### src/fault_gpio_pkg.sv
// Shared constants, types and threshold tables for the fault status and pin control bank
package fault_gpio_pkg;

   localparam int NUM_CHANNELS = 8;
   localparam int NUM_PINS = 4;
   localparam int LEVEL_W = 10;

   typedef logic [LEVEL_W-1:0] level_t;
   typedef logic [2:0] threshold_code_t;
   typedef logic [7:0] byte_t;
   typedef logic [NUM_CHANNELS-1:0] channel_vec_t;
   typedef logic [NUM_PINS-1:0] pin_vec_t;
   typedef level_t [NUM_CHANNELS-1:0] level_bus_t;
   typedef level_t threshold_table_t [0:7];

   // Register offsets
   localparam byte_t ADDR_POS_STATUS = 8'h12;
   localparam byte_t ADDR_NEG_STATUS = 8'h13;
   localparam byte_t ADDR_PIN_CTRL = 8'h14;

   // Reset values and read answers
   localparam byte_t STATUS_RESET = 8'h00;
   localparam byte_t PIN_CTRL_RESET = 8'h0F;
   localparam byte_t READ_UNMAPPED = 8'h00;

   // Field positions inside the pin control register
   localparam int DIR_LSB = 0;
   localparam int DATA_LSB = 4;

   // Input levels are codes in thousandths of full scale
   localparam level_t FULL_SCALE = 10'h3E8;

   // High side: 95, 92.5, 90, 87.5, 85, 80, 75, 70 percent
   localparam threshold_table_t HIGH_THRESHOLD = '{
      10'h3B6, 10'h39D, 10'h384, 10'h36B, 10'h352, 10'h320, 10'h2EE, 10'h2BC};
   // Low side: 5, 7.5, 10, 12.5, 15, 20, 25, 30 percent
   localparam threshold_table_t LOW_THRESHOLD = '{
      10'h032, 10'h04B, 10'h064, 10'h07D, 10'h096, 10'h0C8, 10'h0FA, 10'h12C};

   // Out of range when above the high side or below the low side
   function automatic logic over_threshold(input level_t level, input threshold_code_t sel);
      return (level > HIGH_THRESHOLD[sel]) || (level < LOW_THRESHOLD[sel]);
   endfunction : over_threshold

endpackage : fault_gpio_pkg

### src/fault_if.sv
// Signals between the register bank and the threshold comparator bank
interface fault_if;
   import fault_gpio_pkg::*;

   logic ce;
   threshold_code_t comparator_threshold_select;
   level_bus_t positive_level;
   level_bus_t negative_level;
   channel_vec_t channel_positive_over_threshold;
   channel_vec_t channel_negative_over_threshold;

   modport bank (
      output ce, comparator_threshold_select, positive_level, negative_level,
      input channel_positive_over_threshold, channel_negative_over_threshold
   );

   modport comparator (
      input ce, comparator_threshold_select, positive_level, negative_level,
      output channel_positive_over_threshold, channel_negative_over_threshold
   );

endinterface : fault_if

### src/fault_comparator.sv
// Per-channel window comparators feeding the fault status bits
module fault_comparator
   import fault_gpio_pkg::*;
(
   // Clock and reset
   input wire logic mclk,
   input wire logic rst,
   // Levels in, fault flags out
   fault_if.comparator fi
);

   typedef struct packed {
      channel_vec_t pos_fault;
      channel_vec_t neg_fault;
   } cmp_state_t;

   localparam cmp_state_t CMP_RESET = '{pos_fault: STATUS_RESET, neg_fault: STATUS_RESET};

   cmp_state_t state;
   cmp_state_t next_state;
   channel_vec_t raw_pos;
   channel_vec_t raw_neg;

   for (genvar ch = 0; ch < NUM_CHANNELS; ch++) begin : g_channel
      // Each pin is held against the pair chosen by the threshold code
      assign raw_pos[ch] = over_threshold(fi.positive_level[ch], fi.comparator_threshold_select);
      assign raw_neg[ch] = over_threshold(fi.negative_level[ch], fi.comparator_threshold_select);
   end

   always_comb begin
      next_state = state;
      // Flags follow the inputs every cycle that ce is high; nothing is held once the input returns
      next_state.pos_fault = raw_pos;
      next_state.neg_fault = raw_neg;
   end

   always_ff @(posedge mclk) begin
      if (rst) begin
         state <= CMP_RESET;
      end else if (fi.ce) begin
         state <= next_state;
      end
   end

   assign fi.channel_positive_over_threshold = state.pos_fault;
   assign fi.channel_negative_over_threshold = state.neg_fault;

endmodule : fault_comparator

### src/fault_status_and_gpio_regs.sv
// Fault status registers and general-purpose pin control register with its pin drivers
// Notes on behaviour
// The positive-input fault status register sits at 0x12, is read-only, resets to zero, bit n-1 is channel n.
// A positive-input fault bit reads 1 while that channel's positive pin is beyond the threshold, else 0.
// The negative-input fault status register sits at 0x13, is read-only, resets to zero, bit n-1 is channel n.
// A negative-input fault bit reads 1 while that channel's negative pin is beyond the threshold, else 0.
// Every fault bit comes from comparing its pin level with the threshold pair picked by the threshold code.
// The pin control register sits at 0x14 and resets to 0x0F, steering direction and level of four pins.
// Bits 3 to 0 pick each pin's direction, 0 for output and 1 for input, and all pins leave reset as inputs.
// Reading bits 7 to 4 returns the actual pin levels whatever the direction.
// Writing the data bits sets the driven level of every pin whose direction is output.
// Writing the data bits leaves pins set as inputs untouched, and they still report their outside level.
// The three-bit threshold code picks paired high and low limits from 95/5 percent down to 70/30 percent.
// Fault bits track the comparators without latching, and writes to the status registers are ignored.
module fault_status_and_gpio_regs
   import fault_gpio_pkg::*;
(
   // Clock, reset and clock enable
   input wire logic MCLK,
   input wire logic RST,
   input wire logic CE,
   // Register access port
   input wire byte_t REG_ADDR,
   input wire byte_t REG_WDATA,
   input wire logic REG_WR,
   input wire logic REG_RD,
   output byte_t REG_RDATA,
   output logic REG_RVALID,
   // Fault comparator inputs
   input wire threshold_code_t COMPARATOR_THRESHOLD_SELECT,
   input wire level_bus_t POSITIVE_LEVEL,
   input wire level_bus_t NEGATIVE_LEVEL,
   // General-purpose pins
   input wire pin_vec_t PIN_IN,
   output pin_vec_t PIN_OUT,
   output pin_vec_t PIN_OE
);

   typedef struct packed {
      pin_vec_t pin_direction_field;
      pin_vec_t drive_enable;
      pin_vec_t pin_data_field;
      byte_t read_data;
      logic read_valid;
   } bank_state_t;

   localparam pin_vec_t DIR_RESET = PIN_CTRL_RESET[DIR_LSB +: NUM_PINS];
   localparam pin_vec_t DATA_RESET = PIN_CTRL_RESET[DATA_LSB +: NUM_PINS];

   localparam bank_state_t BANK_RESET = '{
      pin_direction_field: DIR_RESET,
      drive_enable: ~DIR_RESET,
      pin_data_field: DATA_RESET,
      read_data: READ_UNMAPPED,
      read_valid: 1'b0
   };

   bank_state_t state;
   bank_state_t next_state;
   pin_vec_t write_dir;
   pin_vec_t write_data;

   fault_if fi ();

   fault_comparator u_comparator (
      .mclk (MCLK),
      .rst (RST),
      .fi (fi.comparator)
   );

   assign fi.ce = CE;
   assign fi.comparator_threshold_select = COMPARATOR_THRESHOLD_SELECT;
   assign fi.positive_level = POSITIVE_LEVEL;
   assign fi.negative_level = NEGATIVE_LEVEL;

   assign write_dir = REG_WDATA[DIR_LSB +: NUM_PINS];
   assign write_data = REG_WDATA[DATA_LSB +: NUM_PINS];

   always_comb begin
      next_state = state;
      next_state.read_valid = 1'b0;
      if (REG_RD) begin
         next_state.read_valid = 1'b1;
         case (REG_ADDR)
            ADDR_POS_STATUS: begin
               next_state.read_data = fi.channel_positive_over_threshold;
            end
            ADDR_NEG_STATUS: begin
               next_state.read_data = fi.channel_negative_over_threshold;
            end
            ADDR_PIN_CTRL: begin
               // Data half shows the pins themselves, so an output shorted outside reads its true level
               next_state.read_data = {PIN_IN, state.pin_direction_field};
            end
            default: begin
               next_state.read_data = READ_UNMAPPED;
            end
         endcase
      end
      // Status offsets take no write: only the pin control offset is decoded for writes
      if (REG_WR && (REG_ADDR == ADDR_PIN_CTRL)) begin
         next_state.pin_direction_field = write_dir;
         next_state.drive_enable = ~write_dir;
         // Output pins take the new level; input pins keep their old latch
         next_state.pin_data_field = (state.pin_data_field & write_dir) | (write_data & ~write_dir);
      end
   end

   always_ff @(posedge MCLK) begin
      if (RST) begin
         state <= BANK_RESET;
      end else if (CE) begin
         state <= next_state;
      end
   end

   assign REG_RDATA = state.read_data;
   assign REG_RVALID = state.read_valid;
   assign PIN_OUT = state.pin_data_field;
   assign PIN_OE = state.drive_enable;

   // Reference outcome of each comparator, for the checks below
   channel_vec_t expect_pos;
   channel_vec_t expect_neg;

   for (genvar ch = 0; ch < NUM_CHANNELS; ch++) begin : g_expect
      assign expect_pos[ch] = (POSITIVE_LEVEL[ch] > HIGH_THRESHOLD[COMPARATOR_THRESHOLD_SELECT])
         || (POSITIVE_LEVEL[ch] < LOW_THRESHOLD[COMPARATOR_THRESHOLD_SELECT]);
      assign expect_neg[ch] = (NEGATIVE_LEVEL[ch] > HIGH_THRESHOLD[COMPARATOR_THRESHOLD_SELECT])
         || (NEGATIVE_LEVEL[ch] < LOW_THRESHOLD[COMPARATOR_THRESHOLD_SELECT]);
   end

   logic read_pos;
   logic read_neg;
   logic read_ctrl;
   logic write_ctrl;
   logic write_status;

   assign read_pos = CE && REG_RD && (REG_ADDR == ADDR_POS_STATUS);
   assign read_neg = CE && REG_RD && (REG_ADDR == ADDR_NEG_STATUS);
   assign read_ctrl = CE && REG_RD && (REG_ADDR == ADDR_PIN_CTRL);
   assign write_ctrl = CE && REG_WR && (REG_ADDR == ADDR_PIN_CTRL);
   assign write_status = CE && REG_WR && ((REG_ADDR == ADDR_POS_STATUS) || (REG_ADDR == ADDR_NEG_STATUS));

   a_status_reset_zero : assert property (
      @(posedge MCLK) disable iff (RST)
      $fell(RST) |-> (fi.channel_positive_over_threshold == STATUS_RESET)
         && (fi.channel_negative_over_threshold == STATUS_RESET))
      else $error("fault status not zero after reset");

   a_pos_read_map : assert property (
      @(posedge MCLK) disable iff (RST)
      read_pos |=> REG_RVALID && (REG_RDATA == $past(fi.channel_positive_over_threshold)))
      else $error("positive status read returned wrong data");

   a_neg_read_map : assert property (
      @(posedge MCLK) disable iff (RST)
      read_neg |=> REG_RVALID && (REG_RDATA == $past(fi.channel_negative_over_threshold)))
      else $error("negative status read returned wrong data");

   a_pos_fault_track : assert property (
      @(posedge MCLK) disable iff (RST)
      CE |=> fi.channel_positive_over_threshold == $past(expect_pos))
      else $error("positive fault bit does not follow its input");

   a_neg_fault_track : assert property (
      @(posedge MCLK) disable iff (RST)
      CE |=> fi.channel_negative_over_threshold == $past(expect_neg))
      else $error("negative fault bit does not follow its input");

   a_select_steers_limit : assert property (
      @(posedge MCLK) disable iff (RST)
      CE && (COMPARATOR_THRESHOLD_SELECT == 3'h7) && (POSITIVE_LEVEL[0] == 10'h2BD)
         ##1 CE && (COMPARATOR_THRESHOLD_SELECT == 3'h0) && (POSITIVE_LEVEL[0] == 10'h2BD)
      |-> fi.channel_positive_over_threshold[0] ##1 !fi.channel_positive_over_threshold[0])
      else $error("threshold code does not steer the comparator");

   a_code_zero_edges : assert property (
      @(posedge MCLK) disable iff (RST)
      CE && (COMPARATOR_THRESHOLD_SELECT == 3'h0) && (NEGATIVE_LEVEL[7] == 10'h3B6)
      |=> !fi.channel_negative_over_threshold[7])
      else $error("level equal to the high limit flagged as fault");

   a_code_seven_low : assert property (
      @(posedge MCLK) disable iff (RST)
      CE && (COMPARATOR_THRESHOLD_SELECT == 3'h7) && (NEGATIVE_LEVEL[2] == 10'h12B)
      |=> fi.channel_negative_over_threshold[2])
      else $error("level under the low limit not flagged");

   a_no_latch_clear : assert property (
      @(posedge MCLK) disable iff (RST)
      fi.channel_positive_over_threshold[0] && CE && !expect_pos[0]
      |=> !fi.channel_positive_over_threshold[0])
      else $error("fault bit held after its input recovered");

   a_status_write_ignored : assert property (
      @(posedge MCLK) disable iff (RST)
      write_status && !write_ctrl |=> $stable(PIN_OE) && $stable(PIN_OUT))
      else $error("write to a status offset changed pin control");

   a_pin_reset_inputs : assert property (
      @(posedge MCLK) disable iff (RST)
      $fell(RST) |-> (PIN_OE == ~DIR_RESET) && (PIN_OUT == DATA_RESET))
      else $error("pins not released from reset as inputs");

   a_ctrl_read_back : assert property (
      @(posedge MCLK) disable iff (RST)
      read_ctrl |=> REG_RVALID
         && (REG_RDATA[DATA_LSB +: NUM_PINS] == $past(PIN_IN))
         && (REG_RDATA[DIR_LSB +: NUM_PINS] == ~$past(PIN_OE)))
      else $error("pin control read back wrong");

   a_dir_write : assert property (
      @(posedge MCLK) disable iff (RST)
      write_ctrl |=> PIN_OE == ~$past(write_dir))
      else $error("direction write not applied");

   a_out_level_write : assert property (
      @(posedge MCLK) disable iff (RST)
      write_ctrl |=> (PIN_OUT & PIN_OE) == ($past(write_data) & PIN_OE))
      else $error("output pin level not set by write");

   a_input_untouched : assert property (
      @(posedge MCLK) disable iff (RST)
      write_ctrl |=> (PIN_OUT & ~PIN_OE) == ($past(PIN_OUT) & ~PIN_OE))
      else $error("write changed latch of an input pin");

   a_unmapped_zero : assert property (
      @(posedge MCLK) disable iff (RST)
      CE && REG_RD && (REG_ADDR > ADDR_PIN_CTRL) |=> REG_RVALID && (REG_RDATA == READ_UNMAPPED))
      else $error("unmapped read not zero");

   a_freeze_hold : assert property (
      @(posedge MCLK) disable iff (RST)
      !CE |=> $stable(REG_RDATA) && $stable(REG_RVALID) && $stable(PIN_OUT) && $stable(PIN_OE))
      else $error("state moved with clock enable low");

   // Reset checks run without the reset as a disable, or they could never fire
   a_reset_port_idle : assert property (
      @(posedge MCLK)
      RST |=> !REG_RVALID && (REG_RDATA == READ_UNMAPPED)
         && (PIN_OE == ~DIR_RESET) && (PIN_OUT == DATA_RESET))
      else $error("read port or pin control not at reset value");

   a_reset_status_clear : assert property (
      @(posedge MCLK)
      RST |=> (fi.channel_positive_over_threshold == STATUS_RESET)
         && (fi.channel_negative_over_threshold == STATUS_RESET))
      else $error("fault status not cleared by reset");

   a_status_write_inert : assert property (
      @(posedge MCLK) disable iff (RST)
      write_status |=> (fi.channel_positive_over_threshold == $past(expect_pos))
         && (fi.channel_negative_over_threshold == $past(expect_neg)))
      else $error("write to a status offset disturbed the fault bits");

   a_neg_latch_clear : assert property (
      @(posedge MCLK) disable iff (RST)
      fi.channel_negative_over_threshold[2] && CE && !expect_neg[2]
      |=> !fi.channel_negative_over_threshold[2])
      else $error("negative fault bit held after its input recovered");

   a_pos_limit_equal : assert property (
      @(posedge MCLK) disable iff (RST)
      CE && (POSITIVE_LEVEL[1] == HIGH_THRESHOLD[COMPARATOR_THRESHOLD_SELECT])
      |=> !fi.channel_positive_over_threshold[1])
      else $error("positive level at the high limit flagged as fault");

   a_neg_limit_equal : assert property (
      @(posedge MCLK) disable iff (RST)
      CE && (NEGATIVE_LEVEL[3] == LOW_THRESHOLD[COMPARATOR_THRESHOLD_SELECT])
      |=> !fi.channel_negative_over_threshold[3])
      else $error("negative level at the low limit flagged as fault");

   a_neg_under_low : assert property (
      @(posedge MCLK) disable iff (RST)
      CE && (NEGATIVE_LEVEL[2] < LOW_THRESHOLD[COMPARATOR_THRESHOLD_SELECT])
      |=> fi.channel_negative_over_threshold[2])
      else $error("negative level under the low limit not flagged");

   a_read_data_hold : assert property (
      @(posedge MCLK) disable iff (RST)
      CE && !REG_RD |=> $stable(REG_RDATA) && !REG_RVALID)
      else $error("read port moved without a read");

   a_ctrl_write_only : assert property (
      @(posedge MCLK) disable iff (RST)
      CE && !write_ctrl |=> $stable(PIN_OE) && $stable(PIN_OUT))
      else $error("pin control moved without a write");

   c_fault_seen : cover property (
      @(posedge MCLK) disable iff (RST)
      read_pos ##1 (REG_RDATA != STATUS_RESET));

   c_fault_clears : cover property (
      @(posedge MCLK) disable iff (RST)
      fi.channel_negative_over_threshold[0] ##[1:20] !fi.channel_negative_over_threshold[0]);

   c_drive_output : cover property (
      @(posedge MCLK) disable iff (RST)
      write_ctrl && (write_dir != DIR_RESET) ##1 (PIN_OE != '0));

   c_read_pins : cover property (
      @(posedge MCLK) disable iff (RST)
      write_ctrl ##[1:10] read_ctrl);

   c_frozen_read : cover property (
      @(posedge MCLK) disable iff (RST)
      !CE && REG_RD ##1 !REG_RVALID);

endmodule : fault_status_and_gpio_regs

### config.mk
export PLATFORM = sky130hd
export DESIGN_NAME = fault_status_and_gpio_regs
export DESIGN_NICKNAME = d
export VERILOG_FILES = /design/src/fault_gpio_pkg.sv /design/src/fault_if.sv /design/src/fault_comparator.sv /design/src/fault_status_and_gpio_regs.sv
export SDC_FILE = /design/constraint.sdc
export NUM_CORES = 1
export LEC_CHECK = 0
export BUFFER_PORTS_ARGS = -buffer_cell sky130_fd_sc_hd__buf_2
export CAP_MARGIN = 20
export CORE_UTILIZATION = 55
export CTS_BUF_LIST = sky130_fd_sc_hd__clkbuf_16
export DETAILED_ROUTE_END_ITERATION = 10
export PLACE_DENSITY = 0.89
export SYNTH_ARGS = -nofsm -noshare
export SYNTH_HDL_FRONTEND = slang
export SYNTH_SLANG_ARGS = --single-unit
### constraint.sdc
create_clock -name MCLK -period 6.7 [get_ports MCLK]
set_input_delay 0 -clock MCLK [delete_from_list [all_inputs] [get_ports MCLK]]
set_output_delay 0 -clock MCLK [all_outputs]
set_load 0.01 [all_outputs]
# [Word level (Yosys, flattened, before mapping)]
# Memory sizes are Yosys's and may differ from the RTL's.
# Cells that the tools add are included.
[word_totals] reg_bits=37 latchBits=0 ramBits=0 mem_bits_ro=160 in_bits=188 wordCells=75 memories=2
[mem_list] memory="(name not given)" words=8 width=10 read_ports=1 rd_clocked_by_memory_dff=0 wr=0 line="fault_gpio_pkg.sv:42" source="return (level > HIGH_THRESHOLD[sel]) || (level < LOW_THRESHOLD[sel]);"
[mem_list] memory="(name not given)" words=8 width=10 read_ports=1 rd_clocked_by_memory_dff=0 wr=0 line="fault_gpio_pkg.sv:42"
[classes] addsub=0 mul=0 div=0 n_lt_le_gt_ge=33 n_eq_ne=3 shifts=0 mux=6 bitwise_logic=5 n_reduce_logical=19
[op_table] cell="> comparator 10 bit" count=16
[op_table] cell="< comparator 10 bit" count=16
[op_table] cell="2-to-1 mux 10 bit" count=4
[op_table] cell="== test 8 x 5 -> 1 bit (second input constant)" count=3
[op_table] cell="case mux 8 bit (3 select lines)" count=1
[op_table] cell="logical OR 1 bit" count=16
[op_table] cell="bitwise AND 4 bit" count=2
[op_table] cell="greater-or-equal comparator 4 bit (second input constant)" count=1
[op_table] cell="NOT 3 -> 4 bit" count=1
[op_table] cell="NOT 4 bit" count=1
[op_table] cell="bitwise OR 4 bit" count=1
[op_table] cell="AND reduction 2 bit" count=2
[op_table] cell="logical AND 1 bit" count=1
[op_table] cell="2-to-1 mux 1 bit" count=1

# [Depth between registers and ports, before layout]
# Gate-level depths: netlist (run 1).
[depth] depth_word=6 ltp_mapped=12 ltp_nobuf=10

# [Modules after synthesis]
# A second synthesis (run 1) with hierarchy kept.
[unflattened] hier_cells=1025 area_unflattened_um2=8451.9
[modules_own_cells] mod="fault_comparator" n_inst=1 cells_per_inst=897 area_each_um2=7264.5 seq_area_each_um2=320.3
[modules_own_cells] mod="fault_status_and_gpio_regs" n_inst=1 cells_per_inst=128 area_each_um2=1187.4 seq_area_each_um2=420.4

# [Least setup slack after synthesis (run 1)]
# Ideal clock, no wire load.
[synth_timing] path_type="input to register" from="in COMPARATOR_THRESHOLD_SELECT[2]" to="reg u_comparator.state, in the netlist u_comparator.fi.channel_negative_over_threshold[6]" setup_time_ps=120 arrival_ps=3090 setup_slack_ps=3490 path_stages=11 path_buffers=3 path_cell_list="buf_6 > clkbuf_1 > clkbuf_1 > nor2_1 > nor2_1 > ha_1 > and4_1 > a2111oi_0 > nor4b_1 > a221o_1 > a211o_1"
[synth_between] elab_chain_cells=6
[synth_rtl] item="from (decl)" line="fault_status_and_gpio_regs.sv:30" source="input wire threshold_code_t COMPARATOR_THRESHOLD_SELECT,"
[synth_rtl] item="NOT 3 -> 4 bit (not written as such) *" line="fault_gpio_pkg.sv:42"
[synth_rtl] item="memory (8 x 10 bit)"
[synth_rtl] item="2-to-1 mux 10 bit"
[synth_rtl] item="2-to-1 mux 10 bit (on tied branches)"
[synth_rtl] item="> comparator 10 bit or < comparator 10 bit (tied branches)"
[synth_rtl] item="logical OR 1 bit *"
[synth_rtl] item="to (signal assigned)" line="fault_comparator.sv:41" source="state <= next_state;"
[synth_rtl] item="to (decl)" line="fault_comparator.sv:19" source="cmp_state_t state;"
# Mark *: on every way between the ends. The rest lies on a longest branch, timed or not. The select of a mux whose other input is x is not followed.
# A chain may end at the register's enable or synchronous reset.

# [Worst setup path in the final report (run 1)]
# Same ends and word-level chain as after synthesis.

==> flow_metrics.env, run 1 <==
export IMPL_status="finished, violations left"
export IMPL_violations_in_the_final_reports="negative hold slack"
export IMPL_most_frequent_cells_in_the_layout="sky130_fd_sc_hd__ha_1, sky130_fd_sc_hd__buf_2, sky130_fd_sc_hd__o21ai_0"
export IMPL_grt_pass1_vias=8912
export IMPL_ys_dominant_reg_cell="sky130_fd_sc_hd__dfxtp_1"
export IMPL_holdWs_ns=-0.000226
export IMPL_finClkSkew_ns=0.0121
export IMPL_grt_met2_usage=0.611
export IMPL_floorplan_die_width_microns=124
export IMPL_worst_setup_path_start_kind="input port"
export IMPL_critPathArrivalTime_ns=4.31
export IMPL_ctsLongestPathBuffers=2
export IMPL_worstSetupEndpointType="flip-flop"
export IMPL_clock_sinks=37
export IMPL_initial_antenna_violation_count=2
export IMPL_maxCapViolCount=0
export IMPL_routed_wirelength_microns=28600
export IMPL_power_leakage_nw=4.67
export IMPL_detail_route_vias_per_cell=6.87
export IMPL_timing_worst_slew_pin_value_ns=1.14
export IMPL_syn_mean_instance_area_sq_um=8.21
export IMPL_gr_max_usage_layer="met2"
export IMPL_worst_setup_hold_path_clk_slew_ns=0.07
export IMPL_min_path_type="in -> reg"
export IMPL_synth_cells=996
export IMPL_fp_dieArea_sq_mm=0.0154
export IMPL_top_level_ports=205
export IMPL_grt_first_pass_wirelength_microns=43500
export IMPL_post_route_cell_area_sq_mm=0.00954
export IMPL_postSynthRegisterBits=37
export IMPL_path_max_fanout=37
export IMPL_final_core_utilization=0.657
export IMPL_post_route_cells_drive_above_1_share=0.201
export IMPL_cts_root_buf="sky130_fd_sc_hd__clkbuf_16"
export IMPL_die_height_microns=124
export IMPL_num_vias=9384
export IMPL_num_nets_final=1595
export IMPL_synth_xor_area_share=0.0321
export IMPL_period_minus_slack_ns=4.11
export IMPL_fin_crit_sh=0.614
export IMPL_power_density_mw_per_mm2=123
export IMPL_synthAdderAreaFrac=0.368
export IMPL_met1_usage=0.444
export IMPL_worst_setup_path_type="in -> reg"
export IMPL_drc=0
export IMPL_dpl_hpwl_microns=20900
export IMPL_clock_latency_ns=0.30
export IMPL_syn2layout_area_growth_pct=16.7
export IMPL_async_reset_ff_frac=0
export IMPL_number_of_clock_buffers_inserted_by_tritoncts=5
export IMPL_yosys_mux_area_fraction=0.00428
export IMPL_synth_net_count=1412
export IMPL_post_synth_instance_area_sq_mm=0.00818
export IMPL_io_buffer_count=204
export IMPL_synth_lib_cells_used_distinct=63
export IMPL_final_hold_viol_count=1
export IMPL_gr_usage_all_layers=0.366
export IMPL_start_util=0.563
export IMPL_drt_pre_antenna_iters=8
export IMPL_routed_wirelength_normalized_by_instance_count_microns=21.0
export IMPL_drt_iter0_markers=927
export IMPL_irDropWorstVdd_mv=0.104
export IMPL_slew_headroom=0.238
export IMPL_total_power_mw=1.17
export IMPL_max_clock_freq_ghz=0.243
export IMPL_grt_start_max_net_pins=40
export IMPL_postRouteAntennaNets=0
export IMPL_grt_setup_unrepaired="no"
export IMPL_gr_usage_met3=0.0696
export IMPL_yosys_warnings=0
export IMPL_yosys_area_share_simple=0.143
export IMPL_grt_remaining_overflow=0
export IMPL_tritoncts="yes"
export IMPL_placementRows=44
export IMPL_synth_sequential_area_ratio=0.0906
export IMPL_coreArea_sq_mm=0.0145
export IMPL_synth_top_family_by_area="adder cells"
export IMPL_synth_enable_flop_cells=0
export IMPL_h_tree_depth=2
export IMPL_setup_violations=0
export IMPL_fin_setup_tns_ns=0
export IMPL_critical_path_required_ns=6.90
export IMPL_place_gp_congestion=0.926
export IMPL_finalMaxSlewViolations=0
export IMPL_postPlaceCellArea_sq_mm=0.00924
export IMPL_synth_compound_area_share=0.311
export IMPL_layout_cells_most_common="sky130_fd_sc_hd__ha_1"
## cells in the mapped netlist (11+ instances only)
cell type                  number  share of area
sky130_fd_sc_hd__a21o_1        14          0.013
sky130_fd_sc_hd__nand4_1       11         0.0084
sky130_fd_sc_hd__a211oi_1      16          0.015
sky130_fd_sc_hd__a31oi_1       17          0.013
sky130_fd_sc_hd__a211o_1       23          0.025
sky130_fd_sc_hd__nand3_1       22          0.013
sky130_fd_sc_hd__dfxtp_1       37          0.091
sky130_fd_sc_hd__inv_1         32          0.015
sky130_fd_sc_hd__buf_4         16          0.015
sky130_fd_sc_hd__o22ai_1       20          0.015
sky130_fd_sc_hd__clkbuf_1      24          0.011
sky130_fd_sc_hd__nor2_1        45          0.021
sky130_fd_sc_hd__ha_1         228           0.35
sky130_fd_sc_hd__and3_1        26          0.020
sky130_fd_sc_hd__a21oi_1       46          0.028
sky130_fd_sc_hd__xnor2_1       22          0.024
sky130_fd_sc_hd__o21ai_0       93          0.057
sky130_fd_sc_hd__nor2b_1       19          0.015
sky130_fd_sc_hd__nand2_1       59          0.027
sky130_fd_sc_hd__o21a_1        30          0.028
sky130_fd_sc_hd__maj3_1        16          0.020
sky130_fd_sc_hd__nor3_1        13         0.0080
## through the flow
step	hold WS, ns	cells	setup slack, ns
after floorplan	0.133	996	3.49
after global placement	0.245	1343	2.57
after detailed placement	0.246	1343	2.44
after CTS	0.00626	1362	2.75
after global routing	0.0265	1365	2.42
final	-0.000226	1365	2.59
## per-layer routing
| metal | up-vias | wire [microns] |
|---|---|---|
| met3 | 141 | 3440 |
| met4 | 2 | 1340 |
| met2 | 663 | 12900 |
| met1 | 4267 | 11000 |
| met5 | - | 8 |
| li1 | 4311 | - |
## cell type report
type	count	area, sq um
Antenna cell	1	2.50
Clock buffer	5	125
Clock inverter	3	46.3
Fill cell	1245	4990
Inverter	33	124
Multi-Input combinational cell	874	7040
Sequential cell	37	741
Tap cell	184	230
Timing Repair Buffer	228	1230
## worst max-delay path: stages
cell and delay [ns]:
sky130_fd_sc_hd__buf_2 0.50, sky130_fd_sc_hd__nand2_2 0.65, sky130_fd_sc_hd__inv_1 0.87, sky130_fd_sc_hd__nor2_1 0.39, sky130_fd_sc_hd__buf_4 0.31, sky130_fd_sc_hd__ha_1 0.30
sky130_fd_sc_hd__and4_1 0.18, sky130_fd_sc_hd__a2111oi_0 0.40, sky130_fd_sc_hd__nor4b_1 0.12, sky130_fd_sc_hd__a221o_1 0.28, sky130_fd_sc_hd__a211o_1 0.28
## power breakdown
group / leakage (nW) / internal (mW) / switching (mW)
clock: 0.0800 / 0.177 / 0.110
combinational: 4.29 / 0.278 / 0.367
sequential: 0.302 / 0.229 / 0.0102
total: 4.67 / 0.683 / 0.487
## final timing paths
kind,startpoint,endpoint,slack (ns),cells after the start
setup / recovery,COMPARATOR_THRESHOLD_SELECT[2],flip-flop,2.59,11
hold / removal,PIN_IN[0],REG_RDATA[4],-0.0002,3
setup reg to reg,flip-flop,REG_RDATA[6],5.75,2
hold reg to reg,REG_RDATA[6],REG_RDATA[6],0.45,2
## what timing repair did
| item | CTS | global route |
|---|---|---|
| endpoints found under the setup margin | 0 | 0 |
| resized for setup | 0 | 0 |
| setup buffers | 0 | 0 |
| hold endpoints to repair | 9 | 0 |
| hold buffers | 11 | 0 |
## kinds of logic after synthesis
family,after synthesis
AO/OA/AOI/OAI,367
adder cells (fa/ha/maj),244
AND/OR/NAND/NOR,230
buffers and inverters,85
flip-flops,37
XOR/XNOR,30
multiplexers,3
(Power assumes the default switching activity.)
==> inputs of run 2 (changes only) <==
--- a/config.mk
+++ b/config.mk
@@ -7,10 +7,10 @@
 export LEC_CHECK = 0
 export BUFFER_PORTS_ARGS = -buffer_cell sky130_fd_sc_hd__buf_2
 export CAP_MARGIN = 20
-export CORE_UTILIZATION = 55
+export CORE_UTILIZATION = 51
 export CTS_BUF_LIST = sky130_fd_sc_hd__clkbuf_16
 export DETAILED_ROUTE_END_ITERATION = 10
-export PLACE_DENSITY = 0.89
+export PLACE_DENSITY = 0.87
 export SYNTH_ARGS = -nofsm -noshare
 export SYNTH_HDL_FRONTEND = slang
 export SYNTH_SLANG_ARGS = --single-unit
==> constraint.sdc (replaced) <==
create_clock -name MCLK -period 3.7 [get_ports MCLK]
set_input_delay 0 -clock MCLK [delete_from_list [all_inputs] [get_ports MCLK]]
set_output_delay 0 -clock MCLK [all_outputs]
set_load 0.01 [all_outputs]
==> flow_metrics.env, run 2 (synthesis results as in run 1) <==
export IMPL_critPathArrivalTime_ns=3.02
export IMPL_part_of_the_power_in_combinational_logic=0.557
export IMPL_num_nets_final=1604
export IMPL_start_util=0.530
export IMPL_fp_dieArea_sq_mm=0.0165
export IMPL_grt_pass1_vias=9261
export IMPL_initial_antenna_violation_count=1
export IMPL_num_vias=9411
export IMPL_power_switching_mw=0.889
export IMPL_detail_route_vias_per_cell=6.72
export IMPL_io_buffer_count=204
export IMPL_min_path_type="in -> reg"
export IMPL_grt_first_pass_wirelength_microns=46200
export IMPL_worst_setup_path_type="in -> reg"
export IMPL_fin_setup_tns_ns=0
export IMPL_cts_hold_buf=7
export IMPL_grt_setup_unrepaired="no"
export IMPL_sw_frac_of_total=0.417
export IMPL_rr_worst_depth=2
export IMPL_cts_setup_buffers=0
export IMPL_path_max_fanout=20
export IMPL_finClkSkew_ns=0.0104
export IMPL_finalMaxSlewViolations=0
export IMPL_r2r_end="REG_RDATA[4]"
export IMPL_post_place_cells=1384
export IMPL_dpl_hpwl_microns=21800
export IMPL_routed_wirelength_microns=29800
export IMPL_place_gp_congestion=0.946
export IMPL_worst_hold_path_num_cells=3
export IMPL_routed_wirelength_normalized_by_instance_count_microns=21.2
export IMPL_cts_root_buf="sky130_fd_sc_hd__clkbuf_16"
export IMPL_r2r_slack_ns=2.73
export IMPL_max_clock_freq_ghz=0.356
export IMPL_post_cts_resized=0
export IMPL_die_height_microns=129
export IMPL_hold_path_startpoint="PIN_IN[2]"
export IMPL_timing_worst_slew_pin_value_ns=1.09
export IMPL_fin_crit_sh=0.760
export IMPL_maxCapViolCount=0
export IMPL_worstSetupEndpointType="flip-flop"
export IMPL_number_of_clock_buffers_inserted_by_tritoncts=5
export IMPL_h_tree_depth=2
export IMPL_drt_iter0_markers=861
export IMPL_floorplan_die_width_microns=129
export IMPL_most_frequent_cells_in_the_layout="sky130_fd_sc_hd__ha_1, sky130_fd_sc_hd__buf_2, sky130_fd_sc_hd__o21ai_0"
export IMPL_drt_pre_antenna_iters=5
export IMPL_worst_setup_path_start_kind="input port"
export IMPL_drc=0
export IMPL_power_leakage_nw=4.72
export IMPL_grt_remaining_overflow=0
export IMPL_layout_cells_most_common="sky130_fd_sc_hd__ha_1"
export IMPL_syn2layout_area_growth_pct=17.8
export IMPL_gr_usage_all_layers=0.358
export IMPL_final_hold_viol_count=0
export IMPL_post_route_cells_drive_above_1_share=0.210
export IMPL_status="finished clean"
export IMPL_tritoncts="yes"
export IMPL_worst_hold_path_endpoint="REG_RDATA[6]"
export IMPL_seq_power_share=0.203
export IMPL_slew_headroom=0.271
export IMPL_placementRows=45
export IMPL_critical_path_required_ns=3.90
export IMPL_internal_power_mw=1.24
export IMPL_worst_setup_hold_path_clk_slew_ns=0.07
export IMPL_clock_power_share=0.240
export IMPL_clock_latency_ns=0.29
export IMPL_power_density_mw_per_mm2=221
export IMPL_instances_no_fill=1401
export IMPL_postRouteAntennaNets=0
export IMPL_irDropWorstVdd_mv=0.256
export IMPL_coreArea_sq_mm=0.0154
export IMPL_period_minus_slack_ns=2.81
export IMPL_ctsLongestPathBuffers=2
export IMPL_grt_start_max_net_pins=40
export IMPL_clock_sinks=37
export IMPL_setup_violations=0
export IMPL_top_level_ports=205
-- run 2: changes by cell type in the layout (fill, tap and decap cells not counted), sizes merged --
cell         previous run  this run
buf                   216       230
clkbuf                  6         5
dlygate4sd3            11         7
-- run 2: final cells by class --
cell class / instances / area (sq um)
Clock inverter: 3 / 41.3
Timing Repair Buffer: 237 / 1290
Clock buffer: 5 / 125
Sequential cell: 37 / 741
Tap cell: 211 / 264
Multi-Input combinational cell: 874 / 7040
Inverter: 33 / 124
Fill cell: 1362 / 5790
Antenna cell: 1 / 2.50
-- run 2: how the worst max path moves through the flow --
| stage | from | endpoint | slack, ns | depth (start not counted) |
|---|---|---|---|---|
| 2_1_floorplan | COMPARATOR_THRESHOLD_SELECT[2] | flip-flop | 0.49 | 11 |
| 3_3_place_gp | COMPARATOR_THRESHOLD_SELECT[2] | flip-flop | 0.82 | 10 |
| 3_5_place_dp | COMPARATOR_THRESHOLD_SELECT[2] | flip-flop | 0.75 | 10 |
| 4_1_cts | COMPARATOR_THRESHOLD_SELECT[2] | flip-flop | 0.93 | 10 |
| 5_1_grt | COMPARATOR_THRESHOLD_SELECT[2] | flip-flop | 0.77 | 10 |
| 6_report | COMPARATOR_THRESHOLD_SELECT[2] | flip-flop | 0.89 | 10 |
-- run 2: routing by layer --
layer  up-vias  wire, microns  GRT usage
met2       619          13200      0.600
met1      4300          11500      0.418
met5         -              0          0
met3       161           3320     0.0815
met4         0           1760      0.212
li1       4331              -          -
-- run 2: stage by stage --
stage          power, mW  instance area (sq um)  utilization  setup WS, ns  hold slack [ns]
2_1_floorplan       1.15                   8180            -         0.490            0.133
3_3_place_gp        1.53                   9380        0.608         0.817            0.246
3_5_place_dp        1.57                   9380        0.608         0.750            0.250
4_1_cts             2.09                   9620        0.623         0.928          0.00353
5_1_grt             2.28                   9630        0.624         0.770           0.0184
6_report            2.13                   9630        0.624         0.888           0.0160
-- run 2: power by group through the flow --
stage	registers (mW)	clock network, mW	logic (mW)
6_report	0.433	0.511	1.19
2_1_floorplan	0.429	0	0.717
3_3_place_gp	0.440	0	1.09
4_1_cts	0.432	0.509	1.15
3_5_place_dp	0.440	0	1.13
5_1_grt	0.434	0.534	1.31
-- run 2: worst max-delay path, stage by stage --
cell and delay (ns):
sky130_fd_sc_hd__buf_2 0.38, sky130_fd_sc_hd__buf_4 0.30, sky130_fd_sc_hd__nand2b_1 0.36, sky130_fd_sc_hd__buf_4 0.33, sky130_fd_sc_hd__ha_1 0.30, sky130_fd_sc_hd__a211o_1 0.27, sky130_fd_sc_hd__a211oi_1 0.26, sky130_fd_sc_hd__o21ai_0 0.18
sky130_fd_sc_hd__a311o_1 0.36, sky130_fd_sc_hd__a311oi_1 0.26
